--- config.mk ---
export PLATFORM = sky130hd
export DESIGN_NAME = psr_top
export DESIGN_NICKNAME = d
export VERILOG_FILES = /design/src/verilog/psr_pkg.sv /design/src/verilog/psr_top.sv /design/src/verilog/psr_sync.sv /design/src/verilog/psr_buf.sv
export VERILOG_INCLUDE_DIRS = /design/src /design/src/verilog
export SDC_FILE = /design/constraint.sdc
export NUM_CORES = 1
export LEC_CHECK = 0
export ABC_AREA = 1
export BUFFER_PORTS_ARGS = -buffer_cell sky130_fd_sc_hd__buf_2
export CAP_MARGIN = 20
export CORE_UTILIZATION = 58
export DETAILED_ROUTE_END_ITERATION = 16
export HOLD_SLACK_MARGIN = 0.03
export PLACE_DENSITY = 0.86
export SLEW_MARGIN = 25
export SYNTH_ARGS = -nofsm -noshare
export SYNTH_HDL_FRONTEND = slang
export SYNTH_SLANG_ARGS = --single-unit
--- constraint.sdc ---
create_clock -name clk -period 4.41 [get_ports clk]
set_clock_uncertainty 0.1 [all_clocks]
set_input_delay 0.882 -clock clk [delete_from_list [all_inputs] [get_ports clk]]
set_output_delay 0.882 -clock clk [all_outputs]
set_load 0.005 [all_outputs]
--- src/verilog/psr_defs.svh ---
// psr_defs.svh: sizes, pin positions, reset values and timing figures
// of the parallel-load shift register block.
// assumes: included by psr_pkg and by every design file that needs them.
`ifndef PSR_DEFS_SVH
`define PSR_DEFS_SVH

// chain geometry
`define PSR_STAGES 8
`define PSR_LAST 7

// packed pin vector: select, clock, gate, chain bit, parallel data
`define PSR_PIN_W 12
`define PSR_PIN_SEL 11
`define PSR_PIN_CLK 10
`define PSR_PIN_GATE 9
`define PSR_PIN_SER 8
`define PSR_PIN_DATA_HI 7

// synchroniser reset: select, clock and gate high, the rest low
`define PSR_PIN_RST 12'hE00

// shift counter since the last load
`define PSR_CNT_W 4
`define PSR_CNT_ZERO 4'h0
`define PSR_CNT_ONE 4'h1
`define PSR_CNT_FULL 4'h8

// output reset values
`define PSR_OUT_RST 1'b0
`define PSR_OUTN_RST 1'b1
`define PSR_MASK_NONE 8'h00
`define PSR_MASK_ALL 8'hFF

// buffer of shifted-out bits
`define PSR_BUF_W 1

// system clock period
`define PSR_CLK_PERIOD_NS 25

`endif

--- src/verilog/psr_pkg.sv ---
// psr_pkg: types shared by the shift register block.
// assumes: psr_defs.svh is on the include path.
package psr_pkg;
    `include "psr_defs.svh"

    // gray-coded along hold -> shift -> load, stall off the main path
    typedef enum logic [1:0]
    {
        PSR_HOLD = 2'h0,
        PSR_SHIFT = 2'h1,
        PSR_LOAD = 2'h3,
        PSR_STALL = 2'h2
    } psr_mode_type;

    typedef logic [`PSR_STAGES-1:0] psr_word_type;
endpackage

--- src/verilog/psr_top.sv ---
// psr_top: eight-stage parallel-load shift register with serial output.
// assumes: all pin inputs are asynchronous to clk; the drain of the
// shifted-out bit stream runs on clk.
//
// Overview of operation
// - exactly eight stages in one chain
// - select low loads each stage from data
// - load overrides clock, gate and chain bit
// - select high: no load, hold unless shifting
// - clock rises with gate low: shift once
// - gate rises with clock low: shift too
// - each stage after the first takes its predecessor on shift
// - first stage captures chain bit on shift
// - inverted output mirrors last stage once it is defined
// - stages have no reset or start value
`timescale 1ns/1ps
`include "psr_defs.svh"
module psr_top
(
    input wire logic clk, // system clock, 40 MHz
    input wire logic rst, // async reset, high
    input wire logic shift_or_load_select, // pin: low loads, high shifts
    input wire logic shift_clock_input, // pin: shift clock
    input wire logic clock_gate_input, // pin: clock gate
    input wire logic chain_input_bit, // pin: serial chain input
    input wire logic [`PSR_LAST:0] parallel_data_in, // pins: one per stage
    output logic last_stage_out, // last stage level
    output logic last_stage_out_inverted, // inverse of last stage
    output psr_pkg::psr_word_type stage_word_out, // all stages, bit 7 last
    output logic contents_defined, // every stage loaded or filled
    output logic [`PSR_CNT_W-1:0] shift_count_out, // shifts since load, saturating
    output psr_pkg::psr_mode_type mode_out, // operation of the last cycle
    output logic shift_stalled, // a shift waits for buffer room
    output logic shift_overrun, // a shift edge was dropped
    output logic shifted_bit_valid, // stream: bit leaving the chain
    input wire logic shifted_bit_ready, // stream: drain accepts
    output logic shifted_bit_data // stream: bit value
);
    import psr_pkg::*;

    // synchronised pins
    logic [`PSR_PIN_W-1:0] pin_sync;

    // chain and its bookkeeping
    psr_word_type stage_ff;
    psr_word_type defined_ff;
    psr_word_type nxt_stage;
    psr_word_type nxt_defined;
    psr_word_type shift_src;
    psr_word_type defined_src;

    // edge detection and stall
    logic prev_clock_ff;
    logic pending_ff;
    logic overrun_ff;

    // registered outputs
    logic last_ff;
    logic last_inv_ff;
    logic all_defined_ff;
    logic [`PSR_CNT_W-1:0] count_ff;
    psr_mode_type mode_ff;

    // buffer side
    logic buf_in_ready;

    wire logic [`PSR_PIN_W-1:0] pin_raw =
    {
        shift_or_load_select,
        shift_clock_input,
        clock_gate_input,
        chain_input_bit,
        parallel_data_in
    };

    psr_sync #(
        .WIDTH(`PSR_PIN_W),
        .RST_VAL(`PSR_PIN_RST)
    ) u_sync (
        .clk(clk),
        .rst(rst),
        .d_in(pin_raw),
        .q_out(pin_sync)
    );

    wire logic select_s = pin_sync[`PSR_PIN_SEL];
    wire logic clock_s = pin_sync[`PSR_PIN_CLK];
    wire logic gate_s = pin_sync[`PSR_PIN_GATE];
    wire logic chain_s = pin_sync[`PSR_PIN_SER];
    wire psr_word_type data_s = pin_sync[`PSR_PIN_DATA_HI:0];

    wire logic load_active = ~select_s;

    wire logic combined_clock = clock_s | gate_s;

    // rising edge while the other input is low
    wire logic clock_rise = combined_clock & ~prev_clock_ff;

    wire logic shift_request = select_s & (clock_rise | pending_ff);

    // a shift waits while the buffer has no room
    wire logic do_shift = shift_request & buf_in_ready;
    wire logic stall_now = shift_request & ~buf_in_ready;

    wire logic nxt_pending = stall_now & ~load_active;

    // edge arriving while one already waits is dropped
    wire logic overrun_set = pending_ff & clock_rise & stall_now;
    wire logic nxt_overrun = overrun_set | (overrun_ff & ~load_active);

    genvar i;
    generate
        for (i = 0; i < `PSR_STAGES; i = i + 1)
        begin : g_stage
            if (i == 0)
            begin : g_first
                // first stage takes the chain bit
                assign shift_src[i] = chain_s;
                assign defined_src[i] = 1'b1;
            end
            else
            begin : g_rest
                // predecessor moves toward the last stage
                assign shift_src[i] = stage_ff[i-1];
                assign defined_src[i] = defined_ff[i-1];
            end

            assign nxt_stage[i] = load_active ? data_s[i] :
                                  do_shift ? shift_src[i] : stage_ff[i];
            assign nxt_defined[i] = load_active ? 1'b1 :
                                    do_shift ? defined_src[i] : defined_ff[i];
        end
    endgenerate

    wire logic count_step = do_shift & (count_ff != `PSR_CNT_FULL);
    wire logic [`PSR_CNT_W-1:0] nxt_count = load_active ? `PSR_CNT_ZERO :
                                           count_step ? count_ff + `PSR_CNT_ONE : count_ff;

    wire psr_mode_type nxt_mode = load_active ? PSR_LOAD :
                                  do_shift ? PSR_SHIFT :
                                  stall_now ? PSR_STALL : PSR_HOLD;

    always_ff @(posedge clk)
    begin
        stage_ff <= nxt_stage;
    end

    // tracks which stages hold a known value since reset
    always_ff @(posedge clk or posedge rst)
    begin
        if (rst)
            defined_ff <= `PSR_MASK_NONE;
        else
            defined_ff <= nxt_defined;
    end

    // reset high so a pin already high gives no false edge
    always_ff @(posedge clk or posedge rst)
    begin
        if (rst)
        begin
            prev_clock_ff <= 1'b1;
            pending_ff <= 1'b0;
            overrun_ff <= 1'b0;
        end
        else
        begin
            prev_clock_ff <= combined_clock;
            pending_ff <= nxt_pending;
            overrun_ff <= nxt_overrun;
        end
    end

    // unknown last stage keeps the pins at their reset levels
    wire logic nxt_last = nxt_defined[`PSR_LAST] ? nxt_stage[`PSR_LAST] : last_ff;

    // true and inverted outputs from one source
    always_ff @(posedge clk or posedge rst)
    begin
        if (rst)
        begin
            last_ff <= `PSR_OUT_RST;
            last_inv_ff <= `PSR_OUTN_RST;
        end
        else
        begin
            last_ff <= nxt_last;
            last_inv_ff <= ~nxt_last;
        end
    end

    always_ff @(posedge clk or posedge rst)
    begin
        if (rst)
        begin
            all_defined_ff <= 1'b0;
            count_ff <= `PSR_CNT_ZERO;
            mode_ff <= PSR_HOLD;
        end
        else
        begin
            all_defined_ff <= (nxt_defined == `PSR_MASK_ALL);
            count_ff <= nxt_count;
            mode_ff <= nxt_mode;
        end
    end

    // bit leaving the last stage, kept until the drain takes it
    psr_buf #(
        .WIDTH(`PSR_BUF_W)
    ) u_buf (
        .clk(clk),
        .rst(rst),
        .in_valid(do_shift),
        .in_ready(buf_in_ready),
        .in_data(stage_ff[`PSR_LAST]),
        .out_valid(shifted_bit_valid),
        .out_ready(shifted_bit_ready),
        .out_data(shifted_bit_data)
    );

    assign last_stage_out = last_ff;
    assign last_stage_out_inverted = last_inv_ff;
    assign stage_word_out = stage_ff;
    assign contents_defined = all_defined_ff;
    assign shift_count_out = count_ff;
    assign mode_out = mode_ff;
    assign shift_stalled = pending_ff;
    assign shift_overrun = overrun_ff;
endmodule

--- src/verilog/psr_sync.sv ---
// psr_sync: two-flop synchroniser, one per bit, for the pin inputs.
// assumes: inputs are asynchronous to clk; reset value per bit given.
`timescale 1ns/1ps
module psr_sync
#(
    parameter int WIDTH = 1,
    parameter logic [WIDTH-1:0] RST_VAL = '0
)
(
    input wire logic clk, // system clock
    input wire logic rst, // async reset, high
    input wire logic [WIDTH-1:0] d_in, // raw pin levels
    output logic [WIDTH-1:0] q_out // synchronised levels
);
    logic [WIDTH-1:0] meta_ff;
    logic [WIDTH-1:0] sync_ff;

    genvar i;
    generate
        for (i = 0; i < WIDTH; i = i + 1)
        begin : g_bit
            always_ff @(posedge clk or posedge rst)
            begin
                if (rst)
                begin
                    meta_ff[i] <= RST_VAL[i];
                    sync_ff[i] <= RST_VAL[i];
                end
                else
                begin
                    meta_ff[i] <= d_in[i];
                    sync_ff[i] <= meta_ff[i];
                end
            end
        end
    endgenerate

    assign q_out = sync_ff;
endmodule

--- src/verilog/psr_buf.sv ---
// psr_buf: two-entry buffer with valid/ready on both sides.
// assumes: one clock; head entry drives the outputs from flops.
`timescale 1ns/1ps
module psr_buf
#(
    parameter int WIDTH = 1
)
(
    input wire logic clk, // system clock
    input wire logic rst, // async reset, high
    input wire logic in_valid, // word offered
    output logic in_ready, // room for a word
    input wire logic [WIDTH-1:0] in_data, // offered word
    output logic out_valid, // head word present
    input wire logic out_ready, // drain accepts head
    output logic [WIDTH-1:0] out_data // head word
);
    logic head_valid_ff;
    logic spare_valid_ff;
    logic [WIDTH-1:0] head_ff;
    logic [WIDTH-1:0] spare_ff;

    wire logic push = in_valid & ~spare_valid_ff;
    wire logic pop = head_valid_ff & out_ready;
    wire logic head_from_spare = pop & spare_valid_ff;
    wire logic head_from_in = push & (pop ? ~spare_valid_ff : ~head_valid_ff);
    wire logic spare_from_in = push & ~head_from_in & ~(pop & ~spare_valid_ff);

    wire logic nxt_head_valid = head_valid_ff ? (~pop | spare_valid_ff | push) : push;
    wire logic nxt_spare_valid = spare_from_in | (spare_valid_ff & ~pop);

    always_ff @(posedge clk or posedge rst)
    begin
        if (rst)
        begin
            head_valid_ff <= 1'b0;
            spare_valid_ff <= 1'b0;
        end
        else
        begin
            head_valid_ff <= nxt_head_valid;
            spare_valid_ff <= nxt_spare_valid;
        end
    end

    // data words carry no reset
    always_ff @(posedge clk)
    begin
        if (head_from_spare)
            head_ff <= spare_ff;
        else if (head_from_in)
            head_ff <= in_data;
        if (spare_from_in)
            spare_ff <= in_data;
    end

    assign in_ready = ~spare_valid_ff;
    assign out_valid = head_valid_ff;
    assign out_data = head_ff;
endmodule

==> results of run 1 <==
[cell families after synthesis]
group	after synthesis
buf+inv	32
flops	56
mux	1
compound gates	7
fa+ha+maj	2
simple gates	90
[worst max-delay path: cells and delay by family (launching register included)]
family / cells / cell delay [ns]
simple gates: 6 / 0.97
flops: 1 / 0.89
[per-stage QoR]
stage / power (W) / cell area [um^2]
after floorplan: 0.000635 / 2080
after detailed placement: 0.000666 / 2270
after global routing: 0.000909 / 2320
after global placement: 0.000661 / 2270
final: 0.000860 / 2320
after CTS: 0.000870 / 2320
[registers in the layout, summed over array words and instances, names as in the netlist]
register and cells:
u_buf.spare_ff 1, shift_overrun 1, defined_ff 8, u_buf.out_data 1
u_sync.q_out 12, u_sync.meta_ff 12, mode_out 2, last_stage_out 1
contents_defined 1, shift_count_out 4, shift_stalled 1, prev_clock_ff 1
last_stage_out_inverted 1, u_buf.spare_valid_ff 1, u_buf.out_valid 1, stage_word_out 8
[layout by cell type, fill, tap and decap left out, drive strengths merged, types with 2 or more instances in the layout]
| master | n |
|---|---|
| buf | 35 |
| edfxtp | 9 |
| inv | 27 |
| o21ai | 3 |
| clkbuf | 7 |
| dfrtp | 38 |
| nor2 | 10 |
| dfstp | 8 |
| nand3 | 13 |
| ha | 2 |
| nand2 | 63 |
| a21oi | 2 |
[per-layer routing]
metal,part of all wire,up-vias
li1,-,647
met1,0.42,617
met2,0.52,37
met3,0.042,5
met4,0.021,0
met5,0,-
[area by class of cell]
type                            count  area, um^2  area share
Clock buffer                        7        45.0      0.0194
Timing Repair Buffer               35         175      0.0756
Clock inverter                      1        5.00     0.00216
Tap cell                           46        57.6      0.0248
Multi-Input combinational cell    100         483       0.208
Inverter                           27         101      0.0437
Sequential cell                    56        1450       0.626
[worst max path at each step]
stage	slack (ns)	endpoint	cells after the start
after floorplan	2.35	contents_defined$_DFF_PP0_	1
after global placement	2.46	contents_defined$_DFF_PP0_	6
after detailed placement	2.41	contents_defined$_DFF_PP0_	6
after CTS	2.38	contents_defined$_DFF_PP0_	6
after global routing	2.21	contents_defined$_DFF_PP0_	6
final	2.41	contents_defined$_DFF_PP0_	6
[where the power goes]
| group | internal (W) | leakage, nW | switching [W] |
|---|---|---|---|
| clock network | 0.0000625 | 0.0293 | 0.000144 |
| registers | 0.000560 | 0.613 | 0.0000179 |
| logic | 0.0000295 | 0.531 | 0.0000463 |
| total | 0.000652 | 1.17 | 0.000208 |
==> results.py, run 1 <==
metrics = {
    "status": {
        "status": "finished clean",
    },
    "place": {
        "io_buffers": 35,
        "dp.cells": 264,
        "gp_congestion": 0.789,
        "post-dp-hpwl_um": 2130,
        "place_ws_ns": 2.41,
    },
    "synthesis": {
        "yosys.area.top_type": "dfrtp_1",
        "ys_top_cells_by_area": "dfrtp_1 46%, edfxtp_1 13%, dfstp_2 10%",
        "synth_edf_count": 9,
        "synth_seq_area_share": 0.698,
        "yosys_warnings": 0,
        "synthMuxAreaShare": 0.00541,
        "synth-seq-cells": 56,
        "synth_fa_ha_area_frac": 0.0120,
        "synth_area_um2": 2080,
        "synth-compound-area-share": 0.0204,
        "synth_top_area_share": 0.457,
        "synth_top_family_by_area": "simple AND/OR/NAND/NOR gates",
        "yosys-top-cells-count": "56 x nand2_1, 38 x dfrtp_1, 26 x inv_1",
        "async_flop_share": 0.821,
        "yosys_most_used_dff": "dfrtp_1",
        "synth_cells": 188,
        "syn_area_per_cell_um2": 11.1,
        "synth-simple-area-share": 0.194,
        "synth_cell_types": 27,
        "synth.most_common_cell": "nand2_1",
        "syn_nets": 205,
        "synth_xor_area_frac": 0,
    },
    "global_route": {
        "gr-max-usage-layer": "met2",
        "grt_pass1_wl_um": 5080,
        "track_usage": 0.196,
        "antenna_found_initial": 0,
        "use_met2": 0.339,
        "grtUsageMet1": 0.214,
        "met3_usage": 0.0435,
        "grt_max_degree": 47,
        "grt-ovfl-total": 0,
        "grt_pass1_vias": 1269,
    },
    "clock_network": {
        "cts.reportedPaths.clkPinSlew_ns": 0.14,
        "cts_tree": "done",
        "numClockSinks": 56,
        "post_cts_buffers": 0,
        "cts_inserted_buffers": 5,
        "hold_buffers": 0,
        "clock_latency_ns": 0.37,
        "h-tree-depth": 2,
        "cts_root_buf": "clkbuf_4",
        "cts_resized": 0,
        "clock_path_buffers": 2,
    },
    "sta": {
        "rsz0062_at_grt": "false",
        "final.period_utilization": 0.454,
        "setup_slack_ns": 2.41,
        "max_freq_ghz": 0.499,
        "finalSetupViolations": 0,
        "slew_viol_final": 0,
        "min_period_ns": 2.00,
        "tightestPinTransition_ns": 0.889,
        "fin_tns_setup_ns": 0,
        "hold_viol_final": 0,
        "slew-limit-headroom": 0.407,
        "hold_slack_ns": 0.266,
    },
    "worst_hold_path": {
        "min-delay-start": "u_sync.meta_ff[9]$_DFF_PP1_",
        "holdPathStages": 0,
        "hp-class": "register to register",
        "worstHoldEndpoint": "u_sync.q_out[9]$_DFF_PP1_",
    },
    "setup_path": {
        "cp_slowest_stage_delay_ns": 0.89,
        "worst_path_max_delay_cell": "dfstp_2",
        "cp_common_cell": "nor2_1",
        "cp.arrival_ns": 2.22,
        "critPathCaptureType": "register",
        "crit_chain": "nand3_4, nand2_1, nor2_1, nor2_1, nand2_1, nor2_1",
        "rr_endpoint": "contents_defined$_DFF_PP0_",
        "critical_path_required_ns": 4.63,
        "regToRegSetupSlack_ns": 2.41,
        "reg2reg_from": "u_sync.q_out[11]$_DFF_PP1_",
        "cp-start-kind": "register",
        "critPathKind": "register to register",
        "critPathLaunch": "u_sync.q_out[11]$_DFF_PP1_",
        "rr_worst_depth": 6,
        "path_max_fanout": 27,
    },
    "cells_and_area": {
        "diodes": 0,
        "syn2layout_area_growth_pct": 11.4,
        "drive_gt1_frac": 0.283,
        "finish.utilization": 0.684,
        "fill_cells": 274,
        "nets": 242,
        "layout.cells.non_filler": 272,
    },
    "detailed_routing": {
        "final_antenna_net_count": 0,
        "drc": 0,
        "post_drt_via_cell_ratio": 4.80,
        "routed_wl_um": 3060,
        "dr.first_iter.drc_count": 97,
        "dr.pass1.iters": 4,
        "num_vias": 1306,
        "wl_per_cell_um": 11.3,
    },
    "power": {
        "vdd.ir_drop.worst_v": 0.000268,
        "p_leak_nw": 1.17,
        "powerDensity_nw_per_um2": 371,
    },
    "job": {
        "cap_violations": 0,
    },
    "floorplanning": {
        "pin_count": 36,
        "rows": 21,
        "core_um2": 3390,
        "die_x_um": 61.9,
        "die_y_um": 61.9,
        "start_util": 0.614,
        "dieArea_um2": 3830,
    },
}
Note: power is estimated with default switching activity, not from simulation.
==> inputs of run 2 (changes only) <==
--- a/config.mk
+++ b/config.mk
@@ -9,10 +9,10 @@
 export ABC_AREA = 1
 export BUFFER_PORTS_ARGS = -buffer_cell sky130_fd_sc_hd__buf_2
 export CAP_MARGIN = 20
-export CORE_UTILIZATION = 58
+export CORE_UTILIZATION = 54
 export DETAILED_ROUTE_END_ITERATION = 16
 export HOLD_SLACK_MARGIN = 0.03
-export PLACE_DENSITY = 0.86
+export PLACE_DENSITY = 0.81
 export SLEW_MARGIN = 25
 export SYNTH_ARGS = -nofsm -noshare
 export SYNTH_HDL_FRONTEND = slang
==> constraint.sdc (replaced) <==
create_clock -name clk -period 1.9 [get_ports clk]
set_clock_uncertainty 0.1 [all_clocks]
set_input_delay 0.38 -clock clk [delete_from_list [all_inputs] [get_ports clk]]
set_output_delay 0.38 -clock clk [all_outputs]
set_load 0.005 [all_outputs]
==> results.py, run 2 (synthesis gave the netlist of run 1 again) <==
metrics = {
    "sta": {
        "tightestPinTransition_ns": 0.404,
        "hold_viol_final": 0,
        "fin_tns_setup_ns": 0,
        "finalSetupViolations": 0,
        "slew-limit-headroom": 0.730,
        "rsz0062_at_grt": "false",
        "min_period_ns": 1.65,
        "final.period_utilization": 0.867,
        "slew_viol_final": 0,
        "max_freq_ghz": 0.607,
    },
    "place": {
        "place_area_um2": 2310,
        "gp_congestion": 0.744,
        "io_buffers": 35,
        "post-dp-hpwl_um": 2240,
        "dp.cells": 269,
    },
    "setup_path": {
        "cp-start-kind": "register",
        "critPathCaptureType": "register",
        "cp_slowest_stage_delay_ns": 0.55,
        "path_max_fanout": 13,
        "crit_family": "simple AND/OR/NAND/NOR gates",
        "crit_chain": "o21ai_2, nand2_2, nand3_4, inv_2, nand2_1, nand2_2, nand3_1, nand2_1, nor2_1",
        "cp.arrival_ns": 1.76,
        "critPathKind": "register to register",
        "worst_path_max_delay_cell": "dfstp_2",
        "crit_buf_inv": 1,
        "critical_path_required_ns": 2.01,
    },
    "global_route": {
        "grt_max_degree": 28,
        "grt_pass1_vias": 1330,
        "antenna_found_initial": 0,
        "grt-ovfl-total": 0,
        "track_usage": 0.189,
        "grt_pass1_wl_um": 5710,
    },
    "cells_and_area": {
        "layout.cells.non_filler": 278,
        "final_cell_mix": "56 x nand2_1, 38 x dfrtp_1, 35 x buf_2",
        "diodes": 0,
        "final_common_cell": "nand2_1",
        "syn2layout_area_growth_pct": 16.7,
        "nets": 246,
        "fill_cells": 296,
        "final_area_um2": 2430,
        "drive_gt1_frac": 0.296,
    },
    "detailed_routing": {
        "post_drt_via_cell_ratio": 4.80,
        "num_vias": 1335,
        "routed_wl_um": 3150,
        "dr.first_iter.drc_count": 78,
        "drc": 0,
        "wl_per_cell_um": 11.3,
        "final_antenna_net_count": 0,
        "dr.pass1.iters": 4,
    },
    "floorplanning": {
        "start_util": 0.564,
        "die_x_um": 64.1,
        "die_y_um": 64.1,
        "rows": 22,
        "core_um2": 3690,
        "dieArea_um2": 4110,
        "pin_count": 36,
    },
    "clock_network": {
        "cts.reportedPaths.clkPinSlew_ns": 0.10,
        "clock_path_buffers": 2,
        "h-tree-depth": 2,
        "clock_latency_ns": 0.31,
        "cts_root_buf": "clkbuf_8",
        "cts_inserted_buffers": 5,
        "numClockSinks": 56,
        "cts_tree": "done",
    },
    "power": {
        "power_switching_w": 0.000525,
        "vdd.ir_drop.worst_v": 0.000704,
        "switching_share": 0.228,
        "p_leak_nw": 1.22,
        "p_int_w": 0.00177,
        "p_seq_frac": 0.580,
        "powerDensity_nw_per_um2": 947,
        "p_comb_frac": 0.085,
        "clock_power_share": 0.335,
    },
    "status": {
        "status": "finished clean",
    },
    "worst_hold_path": {
        "hp-class": "primary input to register",
    },
    "job": {
        "cap_violations": 0,
    },
}
==> run 2: changes by cell type in the layout (fill, tap and decap cells not counted) <==
cell,change
clkbuf_4,-5
clkbuf_8,+5
buf_4,+2
buf_12,+1
bufinv_16,+1
clkbuf_1,-1
clkinv_2,-1
dlygate4sd3_1,+1
inv_6,+1
==> run 2: layer usage <==
metal / GRT usage / part of all wire / vias to the layer above
li1: - / - / 654
met1: 0.224 / 0.41 / 628
met2: 0.327 / 0.52 / 46
met3: 0.0375 / 0.048 / 7
met4: 0.0938 / 0.021 / 0
met5: 0 / 0 / -
==> run 2: power groups by stage <==
stage / combinational [W] / sequential [W] / clock (W)
2_1_floorplan: 0.000120 / 0.00135 / 0
3_3_place_gp: 0.000189 / 0.00136 / 0
3_5_place_dp: 0.000197 / 0.00136 / 0
4_1_cts: 0.000199 / 0.00133 / 0.000787
5_1_grt: 0.000225 / 0.00134 / 0.000837
6_report: 0.000195 / 0.00133 / 0.000770
==> run 2: final timing paths <==
path                            depth (start not counted)                              to  slack [ns]                         from
worst max-delay path                                    9  shift_count_out[2]$_DFFE_PP0P_        0.25    u_sync.q_out[9]$_DFF_PP1_
worst min-delay path                                    1     u_sync.meta_ff[9]$_DFF_PP1_        0.05             clock_gate_input
worst max register to register                          9  shift_count_out[2]$_DFFE_PP0P_        0.25    u_sync.q_out[9]$_DFF_PP1_
worst min register to register                          0       u_sync.q_out[0]$_DFF_PP0_        0.26  u_sync.meta_ff[0]$_DFF_PP0_
max in group asynchronous                               4         prev_clock_ff$_DFF_PP1_        0.66                          rst
min in group asynchronous                               3       u_sync.q_out[2]$_DFF_PP0_        0.49                          rst
==> run 2: cell type report <==
cell class	count	area, um^2	area share
clock buffers	6	72.6	0.0299
clock inverters	2	38.8	0.0160
inverters	27	101	0.0418
multi-input cells	100	483	0.199
flip-flops and latches	56	1450	0.598
well taps	48	60.1	0.0247
repair buffers	39	220	0.0907
==> run 2: stage by stage <==
step           setup WS [ns]  utilization  hold slack [ns]  total power [W]
2_1_floorplan          0.345            -            0.231          0.00147
3_3_place_gp           0.321        0.625            0.231          0.00154
3_5_place_dp           0.279        0.625            0.240          0.00156
4_1_cts                0.263        0.658           0.0486          0.00232
5_1_grt               0.0598        0.658           0.0429          0.00240
6_report               0.253        0.658           0.0545          0.00230
==> run 2: repair_timing <==
action	in CTS	in global routing
hold endpoints to repair	17	0
hold buffers	1	0
resized for setup	0	0
setup buffers	0	0
